[config.mk]
export PLATFORM = sky130hd
export DESIGN_NAME = rrs_core
export DESIGN_NICKNAME = d
export VERILOG_FILES = /design/src/hw/rrs_pkg.sv /design/src/hw/rrs_rotate.sv /design/src/hw/rrs_core.sv
export SDC_FILE = /design/constraint.sdc
export NUM_CORES = 1
export LEC_CHECK = 0
export ABC_AREA = 1
export BUFFER_PORTS_ARGS = -buffer_cell sky130_fd_sc_hd__buf_2
export CAP_MARGIN = 30
export CELL_PAD_IN_SITES_DETAIL_PLACEMENT = 0
export CELL_PAD_IN_SITES_GLOBAL_PLACEMENT = 1
export CORE_ASPECT_RATIO = 1.2
export CORE_MARGIN = 2
export CORE_UTILIZATION = 44
export DETAILED_ROUTE_END_ITERATION = 10
export GPL_ROUTABILITY_DRIVEN = 0
export PLACE_DENSITY = 0.88
export SLEW_MARGIN = 20
export SYNTH_ARGS = -nofsm -noshare
export SYNTH_HDL_FRONTEND = slang
export SYNTH_HIERARCHICAL = 1
export SYNTH_SLANG_ARGS = --single-unit
[constraint.sdc]
create_clock -name i_clk -period 3.05 [get_ports i_clk]
set_clock_uncertainty 0.1 [all_clocks]
set_input_delay 0.305 -clock i_clk [delete_from_list [all_inputs] [get_ports i_clk]]
set_output_delay 0.305 -clock i_clk [all_outputs]
set_load 0.01 [all_outputs]
[src/hw/rrs_pkg.sv]
// Package for the return/rotate/sleep execution block.
// Assumes a single instruction clock domain inside the core.
package rrs_pkg;

  localparam int unsigned DATA_W  = 8;
  localparam int unsigned PC_W    = 13;
  localparam int unsigned FADDR_W = 7;
  localparam int unsigned STACK_D = 8;
  localparam int unsigned SP_W    = 3;

  localparam logic [DATA_W-1:0] WATCHDOG_CLEAR  = 8'h00;
  localparam logic [DATA_W-1:0] PRESCALER_CLEAR = 8'h00;
  localparam logic [DATA_W-1:0] ACC_RESET       = 8'h00;
  localparam logic [PC_W-1:0]   PC_RESET        = 13'h0000;
  localparam logic [SP_W-1:0]   SP_RESET        = 3'h0;
  localparam logic              CARRY_RESET     = 1'b0;
  localparam logic              GIE_RESET       = 1'b0;
  localparam logic              PD_RESET        = 1'b1;
  localparam logic              TO_RESET        = 1'b1;

  // Destination select encoding for rotates
  localparam logic DEST_ACC  = 1'b0;
  localparam logic DEST_FILE = 1'b1;

  // Two instruction cycles for program-counter-reloading exits
  localparam int unsigned EXIT_CYCLES = 2;

  typedef enum logic [2:0] {
    RRS_OP_NONE = 3'h0,
    RRS_OP_IEXIT = 3'h1,
    RRS_OP_LEXIT = 3'h2,
    RRS_OP_SEXIT = 3'h3,
    RRS_OP_RLC   = 3'h4,
    RRS_OP_RRC   = 3'h5,
    RRS_OP_SLEEP = 3'h6,
    RRS_OP_CALL  = 3'h7
  } rrs_op_t;

  typedef struct packed {
    rrs_op_t             op;
    logic [DATA_W-1:0]   literal;
    logic [FADDR_W-1:0]  faddr;
    logic                dest;
    logic [PC_W-1:0]     call_ret;
  } rrs_instr_t;

  typedef struct packed {
    logic                we;
    logic [FADDR_W-1:0]  addr;
    logic [DATA_W-1:0]   data;
  } rrs_fwrite_t;

endpackage : rrs_pkg

[src/hw/rrs_rotate.sv]
// Rotate-through-carry datapath for one file register value.
// Assumes the caller supplies the operand and carry of the same cycle.
`timescale 1ns/1ps
module rrs_rotate
  import rrs_pkg::*;
(
  // Operands
  input  wire logic              i_left,
  input  wire logic [DATA_W-1:0] i_val,
  input  wire logic              i_carry,
  // Results
  output logic      [DATA_W-1:0] o_val,
  output logic                   o_carry
);
  assign o_val   = i_left ? {i_val[DATA_W-2:0], i_carry}
                          : {i_carry, i_val[DATA_W-1:1]};
  assign o_carry = i_left ? i_val[DATA_W-1] : i_val[0];
endmodule : rrs_rotate

[src/hw/rrs_core.sv]
// Decoder and datapath for exit, rotate and power-down instructions.
// Assumes one instruction offered per instruction cycle while ready;
// file register read data is valid in the cycle the instruction arrives.
`timescale 1ns/1ps
module rrs_core
  import rrs_pkg::*;
(
  // Clock and reset
  input  wire logic               i_clk,
  input  wire logic               i_rst_n,
  // Instruction in
  input  wire logic               i_valid,
  input  wire rrs_pkg::rrs_instr_t i_instr,
  input  wire logic [DATA_W-1:0]  i_fdata,
  // Wake-up source
  input  wire logic               i_wake,
  // Watchdog tick from the oscillator side
  input  wire logic               i_wdt_tick,
  // Core state out
  output logic                    o_ready,
  output logic                    o_flush,
  output rrs_pkg::rrs_fwrite_t    o_fwrite,
  output logic [PC_W-1:0]         o_pc,
  output logic [DATA_W-1:0]       o_acc,
  output logic                    o_carry,
  output logic                    o_global_irq_enable,
  output logic                    o_powerdown_flag,
  output logic                    o_timeout_flag,
  output logic [DATA_W-1:0]       o_watchdog_counter,
  output logic [DATA_W-1:0]       o_wdt_prescaler,
  output logic                    o_osc_run
);
  import rrs_pkg::*;

  typedef enum logic [2:0] {
    ST_EXEC  = 3'b001,
    ST_FLUSH = 3'b010,
    ST_SLEEP = 3'b100
  } rrs_state_t;

  rrs_state_t state_ff, nxt_state;

  logic [PC_W-1:0]   stack_mem [STACK_D];
  logic [SP_W-1:0]   sp_ff;
  logic [PC_W-1:0]   pc_ff;
  logic [DATA_W-1:0] acc_ff, wdt_ff, pre_ff;
  logic              carry_ff, gie_ff, pd_ff, to_ff;
  logic              ready_ff, flush_ff;
  logic              osc_ff;
  rrs_fwrite_t       fw_ff;

  function automatic logic [SP_W-1:0] sp_dec(input logic [SP_W-1:0] sp);
    sp_dec = sp - SP_W'(1);
  endfunction : sp_dec

  // Decode
  wire              take      = i_valid && (state_ff == ST_EXEC);
  wire              is_iexit  = take && (i_instr.op == RRS_OP_IEXIT);
  wire              is_lexit  = take && (i_instr.op == RRS_OP_LEXIT);
  wire              is_sexit  = take && (i_instr.op == RRS_OP_SEXIT);
  wire              is_rot    = take && ((i_instr.op == RRS_OP_RLC) ||
                                          (i_instr.op == RRS_OP_RRC));
  wire              is_sleep  = take && (i_instr.op == RRS_OP_SLEEP);
  wire              is_call   = take && (i_instr.op == RRS_OP_CALL);
  wire              is_exit   = is_iexit || is_lexit || is_sexit;
  wire [SP_W-1:0]   sp_pop    = sp_dec(sp_ff);
  // Stack head is the last pushed slot; the pop is a wrap like a ring
  wire [PC_W-1:0]   stack_head_entry = stack_mem[sp_pop];
  wire [DATA_W-1:0] rot_val;
  wire              rot_carry;
  wire              rot_to_acc  = is_rot && (i_instr.dest == DEST_ACC);
  wire              rot_to_file = is_rot && (i_instr.dest == DEST_FILE);
  wire              rot_left    = (i_instr.op == RRS_OP_RLC);
  // Watchdog halts with the oscillator, so ticks only count while awake
  wire              wdt_count   = i_wdt_tick && (state_ff != ST_SLEEP);
  wire              pre_wrap    = (pre_ff == '1);

  // Shared rotator; direction picked per instruction
  rrs_rotate u_rot (
    .i_left  (rot_left),
    .i_val   (i_fdata),
    .i_carry (carry_ff),
    .o_val   (rot_val),
    .o_carry (rot_carry)
  );

  // One flushed word after an exit; sleep waits for a wake level
  always_comb begin
    nxt_state = state_ff;
    case (state_ff)
      ST_EXEC: begin
        if (is_exit)
          nxt_state = ST_FLUSH;
        else if (is_sleep)
          nxt_state = ST_SLEEP;
      end
      ST_FLUSH: nxt_state = ST_EXEC;
      ST_SLEEP: begin
        if (i_wake)
          nxt_state = ST_EXEC;
      end
      default:  nxt_state = ST_EXEC;
    endcase
  end

  // Ready comes from the next state, so it changes with the state
  always_ff @(posedge i_clk or negedge i_rst_n) begin
    if (!i_rst_n) begin
      state_ff <= ST_EXEC;
      ready_ff <= 1'b1;
      flush_ff <= 1'b0;
    end else begin
      state_ff <= nxt_state;
      ready_ff <= (nxt_state == ST_EXEC);
      flush_ff <= is_exit;
    end
  end

  // Own flop for the oscillator gate, so no logic glitch reaches it
  always_ff @(posedge i_clk or negedge i_rst_n) begin
    if (!i_rst_n) begin
      osc_ff <= 1'b1;
    end else begin
      osc_ff <= (nxt_state != ST_SLEEP);
    end
  end

  // Stack storage holds no control state, so it needs no reset
  // A ninth push without a pop overwrites the oldest return slot
  always_ff @(posedge i_clk) begin
    if (is_call)
      stack_mem[sp_ff] <= i_instr.call_ret;
  end

  always_ff @(posedge i_clk or negedge i_rst_n) begin
    if (!i_rst_n) begin
      sp_ff <= SP_RESET;
      pc_ff <= PC_RESET;
    end else if (is_exit) begin
      sp_ff <= sp_pop;
      pc_ff <= stack_head_entry;
    end else if (is_call) begin
      sp_ff <= sp_ff + SP_W'(1);
    end
  end

  always_ff @(posedge i_clk or negedge i_rst_n) begin
    if (!i_rst_n) begin
      acc_ff   <= ACC_RESET;
      carry_ff <= CARRY_RESET;
      gie_ff   <= GIE_RESET;
    end else begin
      // Exits leave carry alone; only a rotate writes it
      if (is_lexit)
        acc_ff <= i_instr.literal;
      else if (rot_to_acc)
        acc_ff <= rot_val;
      if (is_rot)
        carry_ff <= rot_carry;
      if (is_iexit)
        gie_ff <= 1'b1;
    end
  end

  always_ff @(posedge i_clk or negedge i_rst_n) begin
    if (!i_rst_n) begin
      fw_ff <= '0;
    end else begin
      // Address and data ride along every cycle; only we marks a write
      fw_ff.we   <= rot_to_file;
      fw_ff.addr <= i_instr.faddr;
      fw_ff.data <= rot_val;
    end
  end

  // Sleep wins over a tick in the same cycle, so the clear always lands
  always_ff @(posedge i_clk or negedge i_rst_n) begin
    if (!i_rst_n) begin
      wdt_ff <= WATCHDOG_CLEAR;
      pre_ff <= PRESCALER_CLEAR;
      pd_ff  <= PD_RESET;
      to_ff  <= TO_RESET;
    end else if (is_sleep) begin
      wdt_ff <= WATCHDOG_CLEAR;
      pre_ff <= PRESCALER_CLEAR;
      pd_ff  <= 1'b0;
      to_ff  <= 1'b1;
    end else if (wdt_count) begin
      pre_ff <= pre_ff + DATA_W'(1);
      if (pre_wrap)
        wdt_ff <= wdt_ff + DATA_W'(1);
    end
  end

  // Every output is a flop copy; nothing combines on the way out
  assign o_ready             = ready_ff;
  assign o_flush             = flush_ff;
  assign o_fwrite            = fw_ff;
  assign o_pc                = pc_ff;
  assign o_acc               = acc_ff;
  assign o_carry             = carry_ff;
  assign o_global_irq_enable = gie_ff;
  assign o_powerdown_flag    = pd_ff;
  assign o_timeout_flag      = to_ff;
  assign o_watchdog_counter  = wdt_ff;
  assign o_wdt_prescaler     = pre_ff;
  assign o_osc_run           = osc_ff;

endmodule : rrs_core

* After elaboration in Yosys (flattened, before gate mapping)
Memories as Yosys holds them, arrays and structs flattened. A register that Yosys moved wholly into a read port is not among the register bits.
Cells that the tools add are included.
W data, S select, Z words.
** Word-level totals
- Register bits after elaboration :: 52
- Memory bits (writable) :: 104
- Input bits :: 45
- Output and inout port bits :: 60
- Logic and storage cells :: 69
- Memories :: 1
** Memory list
- stack_mem :: depth 8, width 13, read ports 1, clocked after memory_dff 1, write ports 1, RTL line rrs_core.sv:43 : logic [PC_W-1:0] stack_mem [STACK_D];
** Operators by class
- Add/sub/neg operators :: 4
- Equality and inequality tests :: 13
- Multiplexer cells :: 17
- Bitwise logic cells :: 1
- Reductions and logical operators :: 19
** Operators by type and width (count)
- $mux W8 :: 8
- $add A8 B1 Y8 const B :: 2
- $eq A3 B3 Y1 const B :: 5
- $mux W3 :: 5
- $logic_and A1 B1 Y1 :: 10
- $eq A3 B1 Y1 const B :: 3
- $eq A8 B8 Y1 const B :: 1
- $reduce_bool A2 Y1 :: 4
- $eq A3 B2 Y1 const B :: 2
- $ne A3 B3 Y1 const B :: 2
- $pmux W3 S2 :: 1
- $add A3 B1 Y3 const B :: 1
- $logic_or A1 B1 Y1 :: 3
- $mux W1 :: 3
- $sub A3 B1 Y3 const B :: 1
- $reduce_and A2 Y1 :: 1
- $logic_not A1 Y1 :: 1
- $not A1 Y1 :: 1

* Logic depth before layout (Yosys ltp)
Gate-level depths: netlist (run 1).
- Depth after elaboration :: 8
- Depth in mapped cells :: 10

* Cells and area by module
The synthesis (run 1) kept the hierarchy.
** Modules (own cells, without submodules)
- rrs_core :: times used 1, cells an instance 737, area an instance 7270.7 µm², sequential area each 4754.6 µm²
- rrs_rotate :: times used 1, cells an instance 29, area an instance 116.4 µm², sequential area each 0.0 µm²

* Worst setup path before layout (run 1)
OpenSTA, ideal clock, no wires.
- Kind :: register to register
- Start point :: register state_ff[0]
- End point :: memory stack_mem[1][0] (enable)
- Library setup time :: 0.382 ns
- Data arrival time :: 1.652 ns
- Path slack :: 0.916 ns
- Cell stages (with the launch flop) :: 7
- Path buffers :: 0
- Cells stage by stage :: dfstp_2 > nand2_1 > nor2_1 > nand2_1 > nor3_2 > nand2_1 > nor2_1
** Between the ends
- Cells in the longest elaborated chain, start to end :: 5
** RTL lines
- start: declaration :: RTL line rrs_core.sv:41 : rrs_state_t state_ff, nxt_state;
- start signal: assignment :: RTL line rrs_core.sv:113 : state_ff <= nxt_state;
- $eq A3 B1 Y1 :: RTL line rrs_core.sv:57 : wire take = i_valid && (state_ff == ST_EXEC);
- $logic_and A1 B1 Y1 :: RTL line rrs_core.sv:57
- $logic_and A1 B1 Y1 :: RTL line rrs_core.sv:64 : wire is_call = take && (i_instr.op == RRS_OP_CALL);
- $mux W1 :: RTL line rrs_core.sv:131 : if (is_call)
- $mux W1 (implied by the code) :: RTL line rrs_core.sv:132 : stack_mem[sp_ff] <= i_instr.call_ret;
- end: declaration :: RTL line rrs_core.sv:43
Every way passes these cells.

* Worst setup path in the final report (run 1)
- Start point :: input i_instr[30] (netlist name)
- End point :: register acc_ff[0] (netlist: o_acc[0])
** Between the ends
- Elaborated cells on any way between the ends :: 11
** RTL lines
- start: declaration :: RTL line rrs_core.sv:13 : input wire rrs_pkg::rrs_instr_t i_instr,
- $eq A3 B3 Y1 :: RTL line rrs_core.sv:73 : wire rot_left = (i_instr.op == RRS_OP_RLC);
- net rot_left :: RTL line rrs_core.sv:73
- $mux W8 :: RTL line rrs_rotate.sv:15 : assign o_val = i_left ? {i_val[DATA_W-2:0], i_carry}
- net rot_val[0] :: RTL line rrs_core.sv:69 : wire [DATA_W-1:0] rot_val;
- $mux W8 :: RTL line rrs_core.sv:156 : else if (rot_to_acc)
- $mux W8 :: RTL line rrs_core.sv:154 : if (is_lexit)
- end signal: assignment :: RTL line rrs_core.sv:155 : acc_ff <= i_instr.literal;
- end signal: assignment :: RTL line rrs_core.sv:157 : acc_ff <= rot_val;
- end: declaration :: RTL line rrs_core.sv:46 : logic [DATA_W-1:0] acc_ff, wdt_ff, pre_ff;
The timed path passes the listed nets, and every way through them passes these cells. The select of a mux whose other input is x is not followed.
A chain may end at the register's enable or synchronous reset.

==> metrics.cfg, run 1 <==
[synthesis]
ys_ff_latch=169
synthCells=766
ys_top_cells_by_area=edfxtp_1 42%, dfrtp_1 21%, nand2_1 17%
synth-edff-count=104
synth.top_cell.area_share=0.423
synth_flop_cell=edfxtp_1
synth_area_um2=7390
yosys.area.top_type=edfxtp_1
async_flop_share=0.385
syn_area_per_cell_um2=9.64
yosys_warnings=6
ys_types=32
seq_area_frac_synth=0.644
syn_nets=815

[die]
std_cell_rows=51
die_x_um=122
die_y_um=146
num_io_pins=105
die_area_um2=17800
start_util=0.452
core_um2=16300

[global_routing]
grt_use_total=0.206
grt_pass1_vias=5205
antenna_found_initial=0
grt_max_degree=56
grt_pass1_wl_mm=27.8
overflow=0

[timing]
rsz0062_at_grt=no
max_freq_mhz=446
slew_headroom=0.429
layout_setup_ws_ps=809
setup_tns_ps=0
slew_violations=0
min_period_ps=2240
setup-violations-final=0
fin_crit_sh=0.735
worstMarginPinSlew_ps=857
hold_violations=0

[cells_and_area]
finalNetCount=932
diodes=0
drive_above_1_share=0.191
post-route-util=0.537
fillCellCount=1468
area_growth_pct=18.7

[setup_path]
cp.required_ps=3270
worstPathMaxFanout=10
crit_path_start_kind=input pin
crit_arrival_ps=2460
cp-end-kind=register
setup.worst_path.class=input pin to register

[power]
p_leak_nw=4.14
ir_drop_v=0.000452
power_density_nw_per_um2=860

[clock_tree]
cts-htree-levels=4
clock-sinks=169
cts-root-buf=clkbuf_16
cts_tree=yes
worstSkewPairLatency_ps=430
clkTransAtPathRegs_ps=60
numCtsBuffers=17
clockBufferDepth=2

[run_status]
outcome=complete, no violations

[place]
port-buffer-count=103
post-place-ws_ps=914
place.detailed.hpwl_mm=12.2

[drt]
wl_per_cell_um=15.8
dr.pass1.iters=5
routed_wirelength_mm=17.5
antenna_left=0
viasPerCell=4.89
drc=0
num_vias=5415
drt_iter0_markers=409

[worst_hold_path]
hp-class=input pin to register

[job]
maxCapViolations=0

[synth_stat cells, types with 4 or more instances]
master    count
nand2_1     338
edfxtp_1    104
nand3_1      95
dfrtp_1      61
inv_1        51
nor2_1       37
buf_2         8
clkbuf_1      8
buf_4         7
nand4_1       6
buf_6         5
dfstp_2       4
ha_1          4
inv_2         4
o21ai_0       4
xor2_1        4
[routing by layer]
metal / share of wire / track usage
met4: 0.031 / 0.0971
met5: 0 / 0
met1: 0.42 / 0.265
met2: 0.49 / 0.331
met3: 0.051 / 0.0415
[critical path: stages]
cell and delay [ps]:
dlygate4sd3_1 540, buf_2 150, or2_2 320, nor2_1 520, inv_2 190, nand2_1 100
nand2_1 100, nand2_1 80, nand2_1 50, nand2_1 50, nand2_1 40
[repair_timing]
action,in CTS,in global routing
hold buffers,9,0
resized for setup,0,0
endpoints found under the hold margin,42,0
endpoints found under the setup margin,0,0
buffers inserted,0,0
[power breakdown]
part	total, mW	switching (mW)	internal (mW)
registers	2.92	0.203	2.72
logic	2.47	1.68	0.796
clock network	2.14	0.924	1.22
total	7.54	2.81	4.73
[path summary, 6_finish.rpt]
| kind | from | to | slack [ps] | cells after the start |
|---|---|---|---|---|
| setup / recovery | i_instr[30] | o_acc[0]$_DFFE_PN0P_ | 810 | 11 |
| hold / removal | i_wake | state_ff[2]$_DFF_PN0_ | 10 | 2 |
| setup reg to reg | state_ff[0]$_DFF_PN1_ | o_pc[6]$_DFFE_PN0P_ | 930 | 6 |
| hold reg to reg | o_powerdown_flag$_DFFE_PN1N_ | o_powerdown_flag$_DFFE_PN1N_ | 350 | 2 |
| max in group asynchronous | i_rst_n | o_osc_run$_DFF_PN1_ | 1630 | 3 |
| min in group asynchronous | i_rst_n | o_watchdog_counter[7]$_DFFE_PN0P_ | 420 | 2 |
[cell families (layout without fill, tap and decap cells)]
family          count (synthesis)  after routing  synth area share
fa+ha+maj                       4              4           0.00678
simple gates                  493            493             0.282
other cells                     1              1          0.000508
buf+inv                        84            213            0.0527
xor+xnor                        6              6           0.00813
flops                         169            169             0.644
compound gates                  9              9           0.00644
[metrics by stage]
step / cells / hold WS [ps] / power [mW] / cell area, µm²
4_1_cts: 1107 / 8.91 / 7.60 / 8770
6_report: 1107 / 13.4 / 7.54 / 8770
5_1_grt: 1107 / 27.3 / 8.00 / 8770
3_5_place_dp: 1067 / 315 / 5.45 / 8090
2_1_floorplan: 766 / -90.6 / 4.61 / 7390
3_3_place_gp: 1067 / 313 / 5.44 / 8090
[layout make-up]
| cell class | instances | area, µm² | area share |
|---|---|---|---|
| clock buffer | 17 | 425 | 0.0485 |
| clock inverter | 14 | 161 | 0.0184 |
| inverter | 56 | 210 | 0.0240 |
| multi-input combinational | 513 | 2240 | 0.256 |
| sequential | 169 | 4750 | 0.542 |
| tap | 212 | 265 | 0.0302 |
| timing repair buffer | 126 | 711 | 0.0810 |
[layout by cell type (no fill, tap or decap), types with 5 or more instances in the layout]
cell | Yosys | layout
nand4_1 | 6 | 6
inv_1 | 51 | 51
nand3_1 | 95 | 95
dfrtp_1 | 61 | 61
dlygate4sd3_1 | 0 | 9
nand2_1 | 338 | 338
buf_4 | 7 | 14
edfxtp_1 | 104 | 104
inv_6 | 0 | 5
buf_2 | 8 | 103
clkbuf_16 | 0 | 17
nor2_1 | 37 | 37
[state kept, by name, indices dropped and copies added, names as in the netlist, 3 cells and up]
name	cells
stack_mem	104
o_acc	8
o_watchdog_counter	8
o_fwrite	16
sp_ff	3
o_pc	13
state_ff	3
o_wdt_prescaler	8
Power figures use the tool's default switching activity.
==> run 2: changes to the inputs <==
Clock period 3.05 ns to 2.3 ns, I/O delays scaled along.
==> run 2 against run 1 <==
Setup slack worse by 560 ps; power is 33% higher; routed wire length is 8.2% lower; sequential power is 33% higher; global-route usage is 2.1 points lower; critical endpoint is now o_fwrite[3]$_DFF_PN0_; largest cell class unchanged.
==> metrics.cfg, run 2 (same netlist as run 1, synthesis figures left out) <==
[drt]
drc=0
num_vias=5451
antenna_left=0
wl_per_cell_um=14.2
drt_iter0_markers=478
viasPerCell=4.81
dr.pass1.iters=5
routed_wirelength_mm=16.1

[clock_tree]
clockBufferDepth=2
clkTransAtPathRegs_ps=70
numCtsBuffers=17
clock-sinks=169
worstSkewPairLatency_ps=420
cts-root-buf=clkbuf_16
cts-htree-levels=4
cts_tree=yes

[power]
ir_drop_v=0.000598
power_frac_comb=0.341
p_clk_frac=0.272
p_leak_nw=4.26
p_seq_frac=0.387
power_density_nw_per_um2=1110
p_sw_mw=3.75
p_sw_frac=0.375
internal_power_mw=6.26

[place]
place.detailed.hpwl_mm=11.1
placed_area_um2=8180
port-buffer-count=103

[die]
std_cell_rows=51
start_util=0.452
core_um2=16300
die_area_um2=17800
num_io_pins=105
die_x_um=122
die_y_um=146

[setup_path]
ff2ff_setup_slack_ps=320
cp.required_ps=2570
setup.worst_path.class=input pin to register
crit_arrival_ps=2320
crit_path_start_kind=input pin
cp-end-kind=register
worstPathMaxFanout=8

[timing]
fin_crit_sh=0.891
hold_violations=0
slew_violations=0
slew_headroom=0.616
worstMarginPinSlew_ps=576
setup-violations-final=0
max_freq_mhz=488
setup_tns_ps=0
rsz0062_at_grt=no
min_period_ps=2050

[global_routing]
grt_use_total=0.185
grt_max_degree=56
grt_pass1_vias=5193
overflow=0
antenna_found_initial=0
grt_pass1_wl_mm=25.6

[cells_and_area]
area_growth_pct=21.9
finalNetCount=957
drive_above_1_share=0.197
layout.cells.most_common_list=338 x nand2_1, 104 x edfxtp_1, 103 x buf_2
fillCellCount=1429
regMostFlops=stack_mem
design_area_um2=9000
diodes=0
largest_register_ffs=104
layout_commonest_cell=nand2_1

[job]
maxCapViolations=0

[worst_hold_path]
hp-class=input pin to register

[run_status]
outcome=complete, no violations

-- run 2: changes by cell type in the layout (fill, tap and decap cells not counted), sizes merged --
| cell | change |
|---|---|
| bufinv | -2 |
| dlygate4sd3 | +15 |
| inv | +4 |
| clkinv | -1 |
| buf | +10 |
-- run 2: metal layers --
layer  track usage  up-vias  routed length [µm]
met2         0.311      141                8090
li1              -     2761                   -
met3        0.0364       17                 713
met1         0.238     2532                7110
met4        0.0609        0                 204
met5             0        -                   0
-- run 2: per-stage QoR --
| stage | hold WS [ps] | cells | power [mW] | util | worst slack [ps] |
|---|---|---|---|---|---|
| 3_5_place_dp | 98.6 | 1077 | 7.28 | 0.501 | 317 |
| 4_1_cts | 1.84 | 1133 | 10.1 | 0.551 | 246 |
| 2_1_floorplan | -166 | 766 | 6.12 | - | 166 |
| 6_report | 11.0 | 1133 | 10.0 | 0.551 | 252 |
| 5_1_grt | 19.9 | 1133 | 10.6 | 0.551 | 3.42 |
| 3_3_place_gp | 97.2 | 1077 | 7.25 | 0.501 | 333 |
-- run 2: worst max-delay path, stage by stage --
cell and delay, ps:
dlygate4sd3_1 540, buf_2 150, or2_2 320, nor2_1 200
buf_4 190, nand2_1 50, nand2_1 70, dlygate4sd3_1 550
-- run 2: worst paths after layout --
path / startpoint / end / depth (start not counted)
hold reg to reg: o_powerdown_flag$_DFFE_PN1N_ / o_powerdown_flag$_DFFE_PN1N_ / 2
setup reg to reg: state_ff[0]$_DFF_PN1_ / stack_mem[1][0]$_DFFE_PP_ / 7
min in group asynchronous: i_rst_n / o_watchdog_counter[1]$_DFFE_PN0P_ / 2
max in group asynchronous: i_rst_n / o_ready$_DFF_PN1_ / 3
hold / removal: i_fdata[0] / o_fwrite[1]$_DFF_PN0_ / 3
setup / recovery: i_instr[30] / o_fwrite[3]$_DFF_PN0_ / 8
-- run 2: area by class of cell --
type	instances	area (µm²)	share of cell area
Clock inverter	15	149	0.0165
Inverter	56	210	0.0233
Tap cell	212	265	0.0295
Multi-Input combinational cell	513	2250	0.250
Sequential cell	169	4750	0.528
Timing Repair Buffer	151	948	0.105
Clock buffer	17	425	0.0473
-- run 2: power by group through the flow --
stage | clock network, mW | logic, mW | registers (mW)
after global placement | 0 | 3.33 | 3.92
after floorplan | 0 | 2.10 | 4.02
final | 2.72 | 3.41 | 3.88
after CTS | 2.77 | 3.42 | 3.88
after detailed placement | 0 | 3.35 | 3.93
after global routing | 2.89 | 3.81 | 3.92
-- run 2: repair_timing --
| action | in CTS | in global routing |
|---|---|---|
| setup endpoints to repair | 0 | 58 |
| buffers inserted | 0 | 0 |
| resized for setup | 0 | 1 |
| endpoints found under the hold margin | 47 | 0 |
| hold buffers | 24 | 0 |
==> run 3: changes to the inputs <==
Settings changed: CELL_PAD_IN_SITES_DETAIL_PLACEMENT 0 to unset, CELL_PAD_IN_SITES_GLOBAL_PLACEMENT 1 to unset, CORE_UTILIZATION 44 to 57.
==> run 3 against run 2 <==
Routed wire length grew 13%; final cell count shrank 4.9%; die area shrank 22%; sequential cell count is the same; first-iteration DRC count grew 46%; non-clock buffer count shrank 8; worst hold slack gained 18 ps; setup slack lost 66 ps; combinational power is essentially flat; sequential share of layout area grew 0.75 points; register-to-register slack lost 90 ps; via count grew 7.7%; critical path type unchanged; critical endpoint is now o_fwrite[6]$_DFF_PN0_.
==> metrics.cfg, run 3 (same netlist as run 1, synthesis figures left out) <==
[run_status]
outcome=complete, no violations

[clock_tree]
clkTransAtPathRegs_ps=70
post_cts_buffers=0
cts_tree=yes
ctsResizeCount=0
numCtsBuffers=17
clock-sinks=169
cts-root-buf=clkbuf_16
clockBufferDepth=2
worstSkewPairLatency_ps=430
cts-htree-levels=4

[drt]
num_vias=5873
routed_wirelength_mm=18.1
drc=0
wl_per_cell_um=16.8
antenna_left=0
dr.pass1.iters=6
drt_iter0_markers=699
viasPerCell=5.45

[global_routing]
overflow=0
grt_use_total=0.275
grt_pass1_wl_mm=28.5
grt_pass1_vias=5642
antenna_found_initial=0
grt_max_degree=57

[place]
dp_cells=1023
place.detailed.hpwl_mm=12.2
post-place-ws_ps=257
placed_area_um2=8080
port-buffer-count=103

[die]
die_area_um2=13900
std_cell_rows=45
die_y_um=129
die_x_um=108
core_um2=12700
num_io_pins=105
start_util=0.583

[cells_and_area]
largest_register_ffs=104
area_growth_pct=20.2
regMostFlops=stack_mem
fillCellCount=896
layout_commonest_cell=nand2_1
design_area_um2=8880
finalNetCount=949
stdcell_count=1077
drive_above_1_share=0.191
layout.cells.most_common_list=338 x nand2_1, 104 x edfxtp_1, 103 x buf_2
diodes=0

[timing]
slew_violations=0
fin_crit_sh=0.919
min_period_ps=2110
setup-violations-final=0
whs_ps=28.7
worstMarginPinSlew_ps=657
hold_violations=0
slew_headroom=0.561
rsz0062_at_grt=no
setup_tns_ps=0
layout_setup_ws_ps=185
max_freq_mhz=473

[setup_path]
worstPathMaxFanout=10
worstPathCellList=dlygate4sd3_1, buf_2, or2_2, nor2_1, buf_4, inv_2, nand2_1, nand2_1, dlygate4sd3_1
ff2ff_setup_slack_ps=230
cp.required_ps=2520
crit_arrival_ps=2330
cpPeakStageDelay_ps=570
slowest_stage=dlygate4sd3_1
setup.worst_path.class=input pin to register
cp-end-kind=register
crit_path_start_kind=input pin
worst-path-buf-inv=5
path_delay_family=buffers and inverters

[power]
ir_drop_v=0.000666
power_density_nw_per_um2=1140
p_leak_nw=4.22

[job]
maxCapViolations=0

[worst_hold_path]
hp-class=input pin to register

## run 3: changes by cell type in the layout (fill, tap and decap cells not counted)
| cell | before | now |
|---|---|---|
| clkinvlp_4 | 2 | 0 |
| dlygate4sd3_1 | 24 | 22 |
| clkinv_2 | 0 | 1 |
| bufinv_16 | 0 | 1 |
| inv_8 | 4 | 3 |
| nor3_4 | 1 | 0 |
| clkinv_8 | 2 | 1 |
| clkinv_4 | 0 | 1 |
| clkinv_1 | 2 | 3 |
| buf_4 | 23 | 17 |
| nor3_2 | 0 | 1 |
## run 3: per-layer routing
metal,vias up,wire (µm),global-route usage
li1,2746,-,-
met1,2700,6910,0.333
met2,365,8860,0.467
met3,62,1620,0.0648
met4,0,747,0.127
met5,-,0,0
## run 3: timing repair
item | CTS | global route
setup endpoints to repair | 0 | 0
endpoints found under the hold margin | 82 | 0
hold buffers | 22 | 0
## run 3: metrics by stage
stage | total power [mW] | util
2_1_floorplan | 6.12 | -
3_3_place_gp | 7.07 | 0.638
3_5_place_dp | 7.18 | 0.638
4_1_cts | 10.0 | 0.701
5_1_grt | 10.6 | 0.701
6_report | 10.1 | 0.701
## run 3: path summary, 6_finish.rpt
kind                                               from  cells after the start                           endpoint
setup / recovery                            i_instr[30]                      9              o_fwrite[6]$_DFF_PN0_
hold / removal                               i_instr[4]                      1          stack_mem[0][4]$_DFFE_PP_
setup reg to reg                  state_ff[0]$_DFF_PN1_                      7          stack_mem[5][1]$_DFFE_PP_
hold reg to reg            o_powerdown_flag$_DFFE_PN1N_                      2       o_powerdown_flag$_DFFE_PN1N_
max in group asynchronous                       i_rst_n                      3                  o_ready$_DFF_PN1_
min in group asynchronous                       i_rst_n                      2  o_watchdog_counter[1]$_DFFE_PN0P_
## run 3: worst register-to-register path: cells and delay by family (launching register included)
family | cells | cell delay (ps)
buffers and inverters | 1 | 230
DFF | 1 | 550
and+or+nand+nor | 6 | 890
## run 3: cell type report
| class | instances | area [µm²] | area share |
|---|---|---|---|
| sequential | 169 | 4750 | 0.536 |
| multi-input combinational | 513 | 2240 | 0.253 |
| timing repair buffer | 143 | 883 | 0.0995 |
| clock buffer | 17 | 425 | 0.0479 |
| inverter | 56 | 210 | 0.0237 |
| tap | 164 | 205 | 0.0231 |
| clock inverter | 15 | 154 | 0.0173 |
## run 3: report_power, final
| group | leakage, nW | switching, mW | internal (mW) |
|---|---|---|---|
| Combinational | 2.19 | 2.31 | 1.12 |
| Sequential | 1.74 | 0.269 | 3.60 |
| Clock | 0.287 | 1.26 | 1.53 |
| Total | 4.22 | 3.84 | 6.26 |
